==> src/awd_pkg.sv <==
package awd_pkg;
  localparam logic [7:0] AWD_ADDR_RESULT = 8'hBF;
  localparam logic [7:0] AWD_ADDR_LOWER = 8'hC7;
  localparam logic [7:0] AWD_ADDR_UPPER = 8'hC5;
  localparam logic [7:0] AWD_ADDR_CTRL = 8'hE8;
  localparam logic [7:0] AWD_RESULT_RST = 8'h00;
  localparam logic [7:0] AWD_LOWER_RST = 8'h00;
  localparam logic [7:0] AWD_UPPER_RST = 8'h00;
  localparam logic [7:0] AWD_CTRL_RST = 8'h00;
  localparam logic AWD_FLAG_RST = 1'b0;
  localparam logic [7:0] AWD_RDATA_RST = 8'h00;
  localparam logic [7:0] AWD_UNMAPPED_RDATA = 8'h00;
  localparam int AWD_FLAG_BIT = 2;
endpackage : awd_pkg

==> src/awd_cmp_if.sv <==
`timescale 1ns/1ps
`default_nettype none
interface awd_cmp_if #(
  parameter int WIDTH = 8
);
  logic [WIDTH-1:0] sample;
  logic [WIDTH-1:0] upper;
  logic [WIDTH-1:0] lower;
  logic sample_valid;
  logic out_of_band;
  modport owner (output sample, output upper, output lower, output sample_valid,
    input out_of_band);
  modport cmp (input sample, input upper, input lower, input sample_valid,
    output out_of_band);
endinterface : awd_cmp_if
`default_nettype wire

==> src/awd_compare.sv <==
`timescale 1ns/1ps
`default_nettype none
module awd_compare (
  awd_cmp_if.cmp bus
);
  wire above_upper;
  wire below_lower;

  // Strict compares: a result equal to a limit is still inside the band.
  assign above_upper = bus.sample > bus.upper;
  assign below_lower = bus.sample < bus.lower;
  assign bus.out_of_band = bus.sample_valid && (above_upper || below_lower);
endmodule : awd_compare
`default_nettype wire

==> src/awd_window_detector.sv <==
// Behaviour
// - Every new converter result is compared with both limits without software action.
// - A result outside the band raises the window compare flag.
// - The flag sits in the control register and drives the interrupt output.
// - Limits come from writable upper and lower limit registers.
// - Result byte readable at 0xBF, bits 7 to 0, reset zero.
// - Lower limit byte is read/write at 0xC7, reset zero.
`timescale 1ns/1ps
`default_nettype none
module awd_window_detector
  import awd_pkg::*;
(
  input wire logic i_sys_clk,
  input wire logic i_rst,
  input wire logic [7:0] i_sfr_addr,
  input wire logic i_sfr_wr,
  input wire logic i_sfr_rd,
  input wire logic [7:0] i_sfr_wdata,
  output logic [7:0] o_sfr_rdata,
  input wire logic i_conv_done,
  input wire logic [7:0] i_conv_data,
  output logic o_window_flag
);
  function automatic logic sel(input logic [7:0] addr, input logic [7:0] reg_addr);
    sel = (addr == reg_addr);
  endfunction : sel

  logic [7:0] conversion_result_byte;
  logic [7:0] window_lower_limit;
  logic [7:0] window_upper_limit;
  logic [7:0] ctrl_bits;
  logic window_compare_flag;
  logic [7:0] next_rdata;

  wire wr_result;
  wire wr_lower;
  wire wr_upper;
  wire wr_ctrl;
  wire flag_clear;
  wire [7:0] converter_control_reg;
  wire addr_mapped;
  wire chk_out_of_band;

  awd_cmp_if #(.WIDTH(8)) cmp_bus ();

  assign wr_result = i_sfr_wr && sel(i_sfr_addr, AWD_ADDR_RESULT);
  assign wr_lower = i_sfr_wr && sel(i_sfr_addr, AWD_ADDR_LOWER);
  assign wr_upper = i_sfr_wr && sel(i_sfr_addr, AWD_ADDR_UPPER);
  assign wr_ctrl = i_sfr_wr && sel(i_sfr_addr, AWD_ADDR_CTRL);
  // Writing a one to the flag leaves it alone so a read-modify-write cannot fake an event.
  assign flag_clear = wr_ctrl && !i_sfr_wdata[AWD_FLAG_BIT];

  // The fresh converter word is compared as it arrives, so the flag lands with the result.
  assign cmp_bus.sample = i_conv_data;
  assign cmp_bus.sample_valid = i_conv_done;
  assign cmp_bus.upper = window_upper_limit;
  assign cmp_bus.lower = window_lower_limit;

  awd_compare u_compare (
    .bus(cmp_bus)
  );

  logic [7:0] converter_control_reg_tmp;
  always_comb
  begin
    converter_control_reg_tmp = ctrl_bits;
    converter_control_reg_tmp[AWD_FLAG_BIT] = window_compare_flag;
  end
  assign converter_control_reg = converter_control_reg_tmp;

  assign next_rdata = sel(i_sfr_addr, AWD_ADDR_RESULT) ? conversion_result_byte :
                      sel(i_sfr_addr, AWD_ADDR_LOWER) ? window_lower_limit :
                      sel(i_sfr_addr, AWD_ADDR_UPPER) ? window_upper_limit :
                      sel(i_sfr_addr, AWD_ADDR_CTRL) ? converter_control_reg :
                      AWD_UNMAPPED_RDATA;

  // A conversion that lands in the same cycle as a software write to the result wins.
  always_ff @(posedge i_sys_clk or posedge i_rst)
  begin
    if (i_rst)
      conversion_result_byte <= AWD_RESULT_RST;
    else if (i_conv_done)
      conversion_result_byte <= i_conv_data;
    else if (wr_result)
      conversion_result_byte <= i_sfr_wdata;
  end

  always_ff @(posedge i_sys_clk or posedge i_rst)
  begin
    if (i_rst)
    begin
      window_lower_limit <= AWD_LOWER_RST;
      window_upper_limit <= AWD_UPPER_RST;
      ctrl_bits <= AWD_CTRL_RST;
    end
    else
    begin
      if (wr_lower)
        window_lower_limit <= i_sfr_wdata;
      if (wr_upper)
        window_upper_limit <= i_sfr_wdata;
      if (wr_ctrl)
        ctrl_bits <= i_sfr_wdata;
    end
  end

  // Set beats clear so an out-of-band result in the clearing cycle is never lost.
  always_ff @(posedge i_sys_clk or posedge i_rst)
  begin
    if (i_rst)
      window_compare_flag <= AWD_FLAG_RST;
    else if (cmp_bus.out_of_band)
      window_compare_flag <= 1'b1;
    else if (flag_clear)
      window_compare_flag <= 1'b0;
  end

  always_ff @(posedge i_sys_clk or posedge i_rst)
  begin
    if (i_rst)
      o_sfr_rdata <= AWD_RDATA_RST;
    else if (i_sfr_rd)
      o_sfr_rdata <= next_rdata;
  end

  assign o_window_flag = window_compare_flag;

  // A second band test kept apart from the comparator, so a slip there cannot hide itself.
  assign chk_out_of_band = i_conv_done &&
    ((i_conv_data > window_upper_limit) || (i_conv_data < window_lower_limit));
  assign addr_mapped = sel(i_sfr_addr, AWD_ADDR_RESULT) || sel(i_sfr_addr, AWD_ADDR_LOWER) ||
    sel(i_sfr_addr, AWD_ADDR_UPPER) || sel(i_sfr_addr, AWD_ADDR_CTRL);
endmodule : awd_window_detector
`default_nettype wire

==> config.mk <==
export PLATFORM = sky130hd
export DESIGN_NAME = awd_window_detector
export DESIGN_NICKNAME = d
export VERILOG_FILES = /design/src/awd_pkg.sv /design/src/awd_cmp_if.sv /design/src/awd_compare.sv /design/src/awd_window_detector.sv
export SDC_FILE = /design/constraint.sdc
export NUM_CORES = 1
export LEC_CHECK = 0
export BUFFER_PORTS_ARGS = -buffer_cell sky130_fd_sc_hd__buf_2
export CORE_AREA = 2 2 64 66
export CTS_CLUSTER_SIZE = 10
export DETAILED_ROUTE_END_ITERATION = 10
export DIE_AREA = 0 0 66 68
export HOLD_SLACK_MARGIN = 0.02
export MAX_ROUTING_LAYER = met4
export PLACE_DENSITY = 0.83
export SYNTH_ARGS = -nofsm -noshare
export SYNTH_HDL_FRONTEND = slang
export SYNTH_SLANG_ARGS = --single-unit
==> constraint.sdc <==
create_clock -name i_sys_clk -period 3.8 [get_ports i_sys_clk]
set_input_delay 0.57 -clock i_sys_clk [delete_from_list [all_inputs] [get_ports i_sys_clk]]
set_output_delay 0.57 -clock i_sys_clk [all_outputs]
set_load 0.01 [all_outputs]
# --- Word level (Yosys, flattened, before mapping) ---
# Cells that the tools add are included.
op_classes:
  order_cmp: 2
  eq_ne: 4
  mux: 8
  reduce_logical: 10
ops:
  columns: ["op", "count"]
  rows:
  - ["two-way mux 8 bit", 6]
  - ["equality test 8 bit (second input constant)", 4]
  - ["> comparator 8 bit", 1]
  - ["< comparator 8 bit", 1]
  - ["logical AND 1 bit", 6]
  - ["nonzero test 2 bit", 2]
  - ["two-way mux 1 bit", 2]
  - ["zero test 1 bit", 1]
  - ["logical OR 1 bit", 1]
word_totals:
  regBits: 41
  input_bits: 29
  output_inout_bits: 9
  word_cells: 30

# --- Logic depth before layout (Yosys ltp) ---
# Gate-level depths: netlist of the first run.
logic_depth:
  word_depth: 5
  depth_mapped: 6
  depth_no_buf: 6

# --- Cells and area by module ---
# Synthesis of the first run repeated with hierarchy kept, for this count alone.
unflattened:
  cells_unflattened: 226
  hier_area_um2: 2394.8
modules_own_cells:
  columns: ["module", "instances", "cells_each", "area_each_um2", "seq_area_each_um2"]
  rows:
  - ["awd_window_detector", 1, 173, 1998.2, 1001.0]
  - ["awd_compare", 1, 53, 396.6, 0.0]

# --- Worst setup path before layout of the first run ---
# OpenSTA, ideal clock, no wires.
synth_path:
  path_type: "input to register"
  from: "in i_sfr_addr[1]"
  to: "reg ctrl_bits[0]"
  setup_ns: 0.125
  t_arrival_ns: 1.730
  required_time_ns: 3.675
  setup_slack_ns: 1.945
  stages: 4
  path_buffers: 1
  cell_sequence: "buf_2 > nand4bb_1 > nor3_2 > mux2_2"
synth_between:
  elab_chain_len: 2
synth_lines:
  columns: ["element", "line_no", "source"]
  rows:
  - ["start, declared", "awd_window_detector.sv:15", "input wire logic [7:0] i_sfr_addr,"]
  - ["equality test 8 bit", null, null]
  - ["logical AND 1 bit", "awd_window_detector.sv:49", "assign wr_ctrl = i_sfr_wr && sel(i_sfr_addr, AWD_ADDR_CTRL);"]
  - ["end signal, assigned", "awd_window_detector.sv:103", "ctrl_bits <= i_sfr_wdata;"]
  - ["end, declared", "awd_window_detector.sv:31", "logic [7:0] ctrl_bits;"]
# No other way between the ends.
# A chain may end at the register's enable or synchronous reset.

==> impl_summary.txt, run 1 <==
----------------------------------------------------
[Outcome]
  Outcome ... finished, final reports clean

[Synth]
  Post-synth top flop ... dfrtp_1
  Fraction of post-synthesis cell area in the top cell type by area ... 45.1%
  Post-synthesis cell count ... 203
  Post-synthesis area per instance ... 10.9 µm²
  Main area contributors after synthesis ... dfrtp_1 (45%), mux2_2 (12%), ha_1 (8.5%)
  Net Count, Synth ... 247
  Synth Register Bits ... 40
  Synth warn ... 0
  Most repeated cell in the gate-level netlist after synthesis ... dfrtp_1
  Largest area contributor in the netlist ... dfrtp_1
  Post-synthesis instance area ... 2220 µm²
  Number of distinct library cell variants in the gate-level netlist after synthesis ... 43
  EDFF count, synth ... 0
  Most frequent cells after synthesis ... dfrtp_1 (40), mux2_2 (23), o21ai_0 (19)
  Fraction of registers with async set/reset ... 100%
  Sequential cell area fraction in the yosys report ... 45.1%

[Setup path]
  Data required time at the worst endpoint ... 4010 ps
  Bufs and invs on worst path ... 2
  Largest stage delay, worst path ... 830 ps
  Most common cell on crit path ... o21ai_0
  List of cells traversed by the critical path ... buf_2, clkinv_1, nor3_1, o21ai_0, o21ai_0
  Cell with the biggest individual delay on the critical path ... nor3_1
  Type of destination of the critical path ... register
  Kind of launch point of the worst setup path ... primary input
  Crit-path leading delay family ... simple AND/OR/NAND/NOR gates
  Worst-path fanout max ... 10
  Data arrival time of the critical path ... 2190 ps
  Crit Path Category ... primary input to register

[Route]
  Initial DRT Pass Iterations ... 4
  Final Routed Wirelength ... 5220 µm
  Detailed Route Iter0 Violations ... 106
  Total number of vias ... 1753
  DRC violations left ... 0
  Post-detailed-route count of antenna-violating nets ... 0
  Mean number of vias per cell ... 5.96
  Wire per inst ... 17.7 µm

[Final layout]
  Net total in the final layout ... 287
  Fraction of final layout cells with drive strength greater than 1 ... 30.7%
  Final design area excluding fillers ... 2540 µm²
  Count of antenna diodes in the layout ... 0
  Cell Count, Final, Fillers Out ... 294
  Synth-to-layout area growth ... 14.4%
  Post-Route Utilization ... 65.9%

[Clock tree]
  Root buffer selected by CTS ... clkbuf_8
  CTS tree ... done
  CTS-repair resized insts ... 0
  Number of buffers between clock root and the deepest sink ... 2
  Number of sinks handled by clock tree synthesis ... 40
  Clock latency on the worst-skew pair ... 290 ps
  H-tree depth ... 2
  Setup fix buffers added after clock tree synthesis ... 0
  Reg clk slew, reported paths ... 80 ps
  Total CTS buffers ... 5
  CTS hold repair buffers ... 0

[Die]
  Standard-cell row count ... 23
  Initial Utilization ... 57.6%
  DIE HEIGHT ... 68 µm
  Core box area ... 3860 µm²
  Die extent in x ... 66 µm
  Number of top-level pins ... 38
  Area enclosed by the die boundary ... 4490 µm²

[Pwr]
  Maximum ir drop on the vdd rail ... 218 µV
  Power density cells ... 339 nW/µm²
  Pleak ... 1.25 nW

[Global routing]
  Global Route Usage Sum ... 25.9%
  Maximum number of pins on one net before global-route repair ... 41
  Vias in the first global route ... 1683
  Total global routing overflow ... 0
  Global-route wire length before repair ... 8230 µm
  Number of antenna violations at the first check in global routing ... 0

[STA]
  Final setup violation count ... 0
  Minimum period implied by the final worst setup slack ... 1990 ps
  Hold violation total from the final report ... 0
  Actual transition at the worst max-transition pin ... 903 ps
  Worst clock skew ... 3.98 ps
  Achievable frequency ... 0.503 GHz
  RSZ-0062 raised after global routing ... no
  Final cycle utilization of the critical path ... 52.3%
  Final setup TNS ... 0 ps
  Final-report max-slew violation count ... 0
  Relative max-transition margin ... 39.3%

[Place]
  HPWL after detailed placement ... 3650 µm
  Dpl cells ... 286
  Input/output buffers ... 37
  Final weighted congestion in routability-driven placement ... 0.907
  Instance area after placement ... 2450 µm²

[Min path]
  Kind of path behind the tightest hold check ... primary input to asynchronous set/reset pin

[Job]
  Number of maximum-capacitance constraint violations ... 0

----------------------------------------------------
## worst paths after layout
check | start | endpoint | slack, ps | depth (start not counted)
max | i_sfr_rd | o_sfr_rdata[2] | 1810 | 5
min | i_rst | conversion_result_byte[6] | 390 | 3
max reg2reg | cmp_bus.upper[5] | o_window_flag | 2180 | 6
min reg2reg | conversion_result_byte[0] | o_sfr_rdata[0] | 510 | 2
max in group asynchronous | i_rst | ctrl_bits[1] | 3060 | 3
min in group i_sys_clk | conversion_result_byte[0] | o_sfr_rdata[0] | 510 | 2
## worst register-to-register path, stage by stage, from the launching register on
cell,delay [ps]
dfrtp_1,380
inv_1,50
ha_1,290
a211oi_1,200
nor2_1,90
o311ai_0,300
o211ai_1,170
## per-layer routing
metal / wire length (µm) / vias up / global-route usage [%] / part of all wire [%]
met1: 2340 / 860 / 33.2 / 45
met3: 260 / 13 / 4.77 / 5.0
met4: 99 / 0 / 9.18 / 1.9
met2: 2520 / 50 / 41.7 / 48
li1: - / 830 / - / -
met5: 0 / - / - / 0
## layout make-up
class	instances	area, µm²
clock buffer	8	90.1
multi-input combinational	140	1130
sequential	40	1000
inverter	18	67.6
timing repair buffer	38	193
fill	322	1320
tap	50	62.6
## sequential cells by signal, summed over array words and instances, names as in the netlist
| register | cells |
|---|---|
| cmp_bus.lower | 8 |
| cmp_bus.upper | 8 |
| conversion_result_byte | 8 |
| o_sfr_rdata | 8 |
| ctrl_bits | 7 |
| o_window_flag | 1 |
## kinds of logic (layout without fill, tap and decap cells)
| kind of cell | after synthesis | count (layout) | share of synthesized area, % |
|---|---|---|---|
| AO/OA/AOI/OAI | 53 | 53 | 15.4 |
| AND/OR/NAND/NOR | 41 | 41 | 11.7 |
| flip-flops | 40 | 40 | 45.1 |
| multiplexers | 31 | 31 | 15.3 |
| buffers and inverters | 23 | 64 | 4.17 |
| adder cells (fa/ha/maj) | 15 | 15 | 8.45 |
## through the flow
step | hold slack, ps | total power, mW | setup slack, ps
floorplan | 470 | 0.532 | 1950
global placement | 494 | 0.574 | 1540
detailed placement | 495 | 0.578 | 1530
CTS | 411 | 0.864 | 1830
global route | 454 | 0.903 | 1670
finish | 390 | 0.862 | 1810
## layout by cell type (no fill, tap or decap), types with 2 or more instances in the layout
cell,count
ha_1,15
buf_2,37
a2bb2oi_1,8
mux2i_1,8
clkbuf_8,6
dfrtp_1,40
mux2_2,23
a22oi_1,8
o21ai_1,8
nand3_2,2
nand2_1,10
nand2b_1,2
o211ai_1,2
clkbuf_1,2
o21ai_0,19
nor2_1,10
inv_1,17
## report_power, final
| part | switching, mW | internal, mW |
|---|---|---|
| registers | 0.0135 | 0.445 |
| clock network | 0.143 | 0.148 |
| logic | 0.0627 | 0.0496 |
| total | 0.219 | 0.643 |
Power figures use the tool's default switching activity.
==> run 2: changes to the inputs <==
--- a/config.mk
+++ b/config.mk
@@ -6,13 +6,13 @@
 export NUM_CORES = 1
 export LEC_CHECK = 0
 export BUFFER_PORTS_ARGS = -buffer_cell sky130_fd_sc_hd__buf_2
-export CORE_AREA = 2 2 64 66
+export CORE_AREA = 2 2 70 72
 export CTS_CLUSTER_SIZE = 10
 export DETAILED_ROUTE_END_ITERATION = 10
-export DIE_AREA = 0 0 66 68
+export DIE_AREA = 0 0 72 74
 export HOLD_SLACK_MARGIN = 0.02
 export MAX_ROUTING_LAYER = met4
-export PLACE_DENSITY = 0.83
+export PLACE_DENSITY = 0.74
 export SYNTH_ARGS = -nofsm -noshare
 export SYNTH_HDL_FRONTEND = slang
 export SYNTH_SLANG_ARGS = --single-unit
==> constraint.sdc (replaced) <==
create_clock -name i_sys_clk -period 1.6 [get_ports i_sys_clk]
set_input_delay 0.24 -clock i_sys_clk [delete_from_list [all_inputs] [get_ports i_sys_clk]]
set_output_delay 0.24 -clock i_sys_clk [all_outputs]
set_load 0.01 [all_outputs]
==> run 2 against run 1 <==
Sequential share of layout area shrank 2.7 points. Worst hold slack lost 330 ps. First-iteration DRC count grew 19%. Clock-buffer cell count shrank 2. Non-clock buffer count grew 20. Clock skew is essentially flat. Routed wire length grew 3.3%. Clock power grew to 2.8 times the previous value. Total power grew to 2.6 times the previous value.
==> impl_summary.txt, run 2 (same netlist as run 1, synthesis figures left out) <==
----------------------------------------------------
[Global routing]
  Maximum number of pins on one net before global-route repair ... 41
  Number of antenna violations at the first check in global routing ... 0
  Global-route wire length before repair ... 8430 µm
  Total global routing overflow ... 0
  Global routing's busiest layer ... met2
  Global Route Usage Sum ... 22.2%
  Met3 routing resource usage after global routing ... 4.20%
  Met1 Usage GRT ... 27.3%
  GRT met2 Usage ... 37.1%
  Vias in the first global route ... 1773

[Pwr]
  Pleak ... 1.36 nW
  Sequential power share ... 49.3%
  Maximum ir drop on the vdd rail ... 382 µV
  Clock share of power ... 37.3%
  Switching power of the nets ... 545 µW
  Power density cells ... 807 nW/µm²
  Internal Power ... 1.66 mW
  Sw frac ... 24.8%
  Combinational Power Share ... 13.3%

[Route]
  Wire per inst ... 16.9 µm
  Final Routed Wirelength ... 5390 µm
  Post-detailed-route count of antenna-violating nets ... 0
  DRC violations left ... 0
  Total number of vias ... 1738
  Mean number of vias per cell ... 5.47
  Initial DRT Pass Iterations ... 4
  Detailed Route Iter0 Violations ... 126

[Final layout]
  Leading cell types in the layout, fill and taps excluded ... dfrtp_1 (40), buf_2 (37), mux2_2 (23)
  Most common cell after layout, fill and taps aside ... dfrtp_1
  Count of antenna diodes in the layout ... 0
  Net total in the final layout ... 307
  Fraction of final layout cells with drive strength greater than 1 ... 37.5%
  Post-Route Utilization ... 59.3%
  Final design area excluding fillers ... 2730 µm²
  Synth-to-layout area growth ... 22.8%

[Place]
  Instance area after placement ... 2600 µm²
  HPWL after detailed placement ... 4050 µm
  Final weighted congestion in routability-driven placement ... 0.864
  Input/output buffers ... 37

[Clock tree]
  Root buffer selected by CTS ... clkbuf_8
  Clock latency on the worst-skew pair ... 300 ps
  H-tree depth ... 2
  Number of buffers between clock root and the deepest sink ... 2
  Reg clk slew, reported paths ... 80 ps
  CTS hold repair buffers ... 0
  Total CTS buffers ... 5
  CTS tree ... done
  Number of sinks handled by clock tree synthesis ... 40

[Setup path]
  Type of destination of the critical path ... register
  Reg2Reg Setup Slack ... 50 ps
  Worst-path fanout max ... 3
  Kind of launch point of the worst setup path ... register
  Crit Path Category ... register to register
  Data arrival time of the critical path ... 1710 ps
  Data required time at the worst endpoint ... 1760 ps
  Cells on worst reg2reg path ... 6

[Outcome]
  Outcome ... finished, final reports clean

[Min path]
  Kind of path behind the tightest hold check ... primary input to asynchronous set/reset pin

[Die]
  Initial Utilization ... 48.3%
  Die extent in x ... 72 µm
  Area enclosed by the die boundary ... 5330 µm²
  Core box area ... 4600 µm²
  Standard-cell row count ... 25
  Number of top-level pins ... 38
  DIE HEIGHT ... 74 µm

[STA]
  Final-report max-slew violation count ... 0
  Achievable frequency ... 0.646 GHz
  Relative max-transition margin ... 66.0%
  Hold violation total from the final report ... 0
  Minimum period implied by the final worst setup slack ... 1550 ps
  Worst clock skew ... 4.02 ps
  Actual transition at the worst max-transition pin ... 509 ps
  Final setup violation count ... 0
  Final cycle utilization of the critical path ... 96.7%

[Job]
  Number of maximum-capacitance constraint violations ... 0

----------------------------------------------------
run 2: path summary, 6_finish.rpt:
kind / startpoint / endpoint
max: cmp_bus.upper[5] / o_window_flag
min: i_rst / o_sfr_rdata[5]
max reg2reg: cmp_bus.upper[5] / o_window_flag
min reg2reg: ctrl_bits[6] / ctrl_bits[6]
max in group asynchronous: i_rst / conversion_result_byte[4]
min in group i_sys_clk: i_conv_data[6] / conversion_result_byte[6]
run 2: metrics by stage:
| stage | power [mW] | hold WS [ps] | TNS [ps] | cells | setup slack [ps] |
|---|---|---|---|---|---|
| 2_1_floorplan | 1.26 | 362 | 0 | 203 | 75.3 |
| 3_3_place_gp | 1.38 | 380 | 0 | 309 | 23.5 |
| 3_5_place_dp | 1.39 | 392 | -7.18 | 309 | -5.10 |
| 4_1_cts | 2.20 | 79.2 | 0 | 317 | 7.76 |
| 5_1_grt | 2.29 | 124 | -52.6 | 318 | -52.6 |
| 6_report | 2.20 | 59.7 | 0 | 318 | 52.0 |
run 2: final cells by class:
| type | instances | area [µm²] |
|---|---|---|
| sequential | 40 | 1000 |
| inverter | 18 | 67.6 |
| timing repair buffer | 58 | 343 |
| tap | 54 | 67.6 |
| clock inverter | 2 | 35.0 |
| clock buffer | 6 | 72.6 |
| multi-input combinational | 140 | 1140 |
| fill | 407 | 1870 |
run 2: power by group through the flow:
| stage | combinational (mW) | clock, mW | sequential (mW) |
|---|---|---|---|
| floorplan | 0.165 | 0 | 1.10 |
| global route | 0.333 | 0.868 | 1.09 |
| CTS | 0.284 | 0.830 | 1.09 |
| global placement | 0.272 | 0 | 1.10 |
| finish | 0.294 | 0.822 | 1.09 |
| detailed placement | 0.283 | 0 | 1.11 |
run 2: repair_timing:
action	in CTS	in global routing
buffers inserted	0	1
gates resized for setup	0	6
setup endpoints to repair	0	1
run 2: critical path: stages, from the launching register on:
cell      delay (ps)
dfrtp_1          380
inv_1             50
ha_1             300
a211oi_2         220
nor2_2            80
nor4bb_2         260
o211ai_1         130
run 2: routing by layer:
metal	part of all wire [%]	wire length (µm)	vias up
met4	1.5	80	0
met1	46	2490	834
met5	0	0	-
met2	49	2620	38
li1	-	-	861
met3	3.6	196	5
==> run 3: changes to the inputs <==
--- a/config.mk
+++ b/config.mk
@@ -13,6 +13,7 @@
 export HOLD_SLACK_MARGIN = 0.02
 export MAX_ROUTING_LAYER = met4
 export PLACE_DENSITY = 0.74
+export RECOVER_POWER = 25
 export SYNTH_ARGS = -nofsm -noshare
 export SYNTH_HDL_FRONTEND = slang
 export SYNTH_SLANG_ARGS = --single-unit
==> run 3 against run 2 <==
Global-route usage is the same. Clock-buffer cell count unchanged. Combinational power about the same. Via count up 0.52%. Critical path type unchanged. Largest cell class unchanged.
==> impl_summary.txt, run 3 (same netlist as run 1, synthesis figures left out) <==
----------------------------------------------------
[Outcome]
  Outcome ... finished, final reports clean

[Pwr]
  Overall Power ... 2.20 mW
  Power density cells ... 807 nW/µm²
  Combinational Power Share ... 13.3%
  Maximum ir drop on the vdd rail ... 381 µV
  Clock share of power ... 37.4%
  Internal Power ... 1.65 mW
  Pleak ... 1.36 nW
  Sequential power share ... 49.3%
  Sw frac ... 24.8%
  Switching power of the nets ... 545 µW

[Setup path]
  Largest stage delay, worst path ... 380 ps
  Kind of launch point of the worst setup path ... register
  Worst-path fanout max ... 3
  Type of destination of the critical path ... register
  Crit Path Category ... register to register
  List of cells traversed by the critical path ... inv_1, ha_1, a211oi_2, nor2_2, nor4bb_2, o211ai_1
  Cell with the biggest individual delay on the critical path ... dfrtp_1
  Reg2Reg Setup Slack ... 50 ps
  Endpoint of the lowest-slack register-to-register path ... o_window_flag
  Data arrival time of the critical path ... 1710 ps
  Cells on worst reg2reg path ... 6
  Critical register-to-register path startpoint ... cmp_bus.upper[5]
  Data required time at the worst endpoint ... 1760 ps

[Clock tree]
  Root buffer selected by CTS ... clkbuf_8
  Number of sinks handled by clock tree synthesis ... 40
  Number of buffers between clock root and the deepest sink ... 2
  Total CTS buffers ... 5
  CTS hold repair buffers ... 0
  CTS tree ... done
  Clock latency on the worst-skew pair ... 300 ps
  Reg clk slew, reported paths ... 80 ps
  H-tree depth ... 2

[Route]
  Post-detailed-route count of antenna-violating nets ... 0
  DRC violations left ... 0
  Initial DRT Pass Iterations ... 4
  Wire per inst ... 16.9 µm
  Total number of vias ... 1747
  Final Routed Wirelength ... 5380 µm
  Mean number of vias per cell ... 5.49
  Detailed Route Iter0 Violations ... 127

[Global routing]
  Number of antenna violations at the first check in global routing ... 0
  Global-route wire length before repair ... 8430 µm
  Vias in the first global route ... 1773
  Maximum number of pins on one net before global-route repair ... 41
  Global Route Usage Sum ... 22.2%
  Total global routing overflow ... 0

[Place]
  HPWL after detailed placement ... 4050 µm
  Dpl cells ... 309
  Input/output buffers ... 37
  Final weighted congestion in routability-driven placement ... 0.864

[Final layout]
  Leading cell types in the layout, fill and taps excluded ... dfrtp_1 (40), buf_2 (37), mux2_2 (23)
  Post-Route Utilization ... 59.3%
  Area taken by flip-flops and latches ... 1000 µm²
  Count of antenna diodes in the layout ... 0
  Cell Count, Final, Fillers Out ... 318
  Fraction of final layout cells with drive strength greater than 1 ... 37.5%
  Most common cell after layout, fill and taps aside ... dfrtp_1
  Synth-to-layout area growth ... 22.7%
  Multi-input gate area ... 1140 µm²
  Number of fill cells in the layout ... 408
  Net total in the final layout ... 307

[Min path]
  Hold Path Stages ... 3
  Kind of path behind the tightest hold check ... primary input to register
  Hold Crit Start ... i_conv_data[6]
  End point of the most critical hold path ... conversion_result_byte[6]

[STA]
  Final setup TNS ... 0 ps
  Final-layout worst hold slack ... 199 ps
  Actual transition at the worst max-transition pin ... 1000 ps
  Achievable frequency ... 0.645 GHz
  Hold violation total from the final report ... 0
  Final setup violation count ... 0
  Final-report max-slew violation count ... 0
  Worst clock skew ... 4.11 ps
  Relative max-transition margin ... 33.2%
  Minimum period implied by the final worst setup slack ... 1550 ps
  Final cycle utilization of the critical path ... 96.9%

[Die]
  Die extent in x ... 72 µm
  Standard-cell row count ... 25
  DIE HEIGHT ... 74 µm
  Initial Utilization ... 48.3%
  Core box area ... 4600 µm²
  Number of top-level pins ... 38
  Area enclosed by the die boundary ... 5330 µm²

[Job]
  Number of maximum-capacitance constraint violations ... 0

----------------------------------------------------
## run 3: cell types whose count changed in the layout (fill, tap and decap cells not counted), sizes merged
cell,before,now
clkbuf,6,7
buf,58,57
## run 3: worst max-delay path by stage
stage,slack [ps],startpoint,end,cells after the start
after global placement,20,i_sfr_addr[4],ctrl_bits[0],5
after global routing,-50,cmp_bus.upper[5],o_window_flag,6
final,50,cmp_bus.upper[5],o_window_flag,6
after floorplan,80,i_sfr_addr[1],ctrl_bits[0],4
after detailed placement,-5,i_sfr_addr[7],ctrl_bits[3],6
after CTS,8,cmp_bus.upper[5],o_window_flag,6
## run 3: layout make-up
cell class | count | area share [%]
Timing Repair Buffer | 58 | 12.5
Inverter | 18 | 2.48
Clock buffer | 6 | 2.66
Clock inverter | 2 | 1.29
Multi-Input combinational cell | 140 | 41.9
Tap cell | 54 | 2.48
Sequential cell | 40 | 36.7
## run 3: metrics by stage
stage,setup WS [ps],instance area [µm²]
floorplan,75.3,2220
global placement,23.5,2600
detailed placement,-5.10,2600
CTS,7.76,2710
global route,-52.6,2730
finish,50.3,2730
## run 3: worst max-delay path, delay by kind of cell (launching register included)
| family | cells | cell delay (ps) |
|---|---|---|
| adder cells (fa/ha/maj) | 1 | 300 |
| AND/OR/NAND/NOR | 2 | 340 |
| flip-flops | 1 | 380 |
| buffers and inverters | 1 | 50 |
| AO/OA/AOI/OAI | 2 | 350 |
## run 3: layer usage
metal  track usage [%]  up-vias  part of all wire (%)
met5                 -        -                     0
met4              7.55        0                   1.5
met3              4.20        5                   3.7
met2              37.1       37                    49
met1              27.3      846                    46
li1                  -      859                     -
## run 3: timing repair
action | CTS | global route
buffers inserted | 0 | 1
resized for setup | 0 | 6
endpoints found under the setup margin | 0 | 1
## run 3: power by group through the flow
stage	clock, mW	combinational, mW	sequential [mW]
floorplan	0	0.165	1.10
global placement	0	0.272	1.10
detailed placement	0	0.283	1.11
CTS	0.830	0.284	1.09
global route	0.868	0.332	1.09
finish	0.822	0.292	1.09
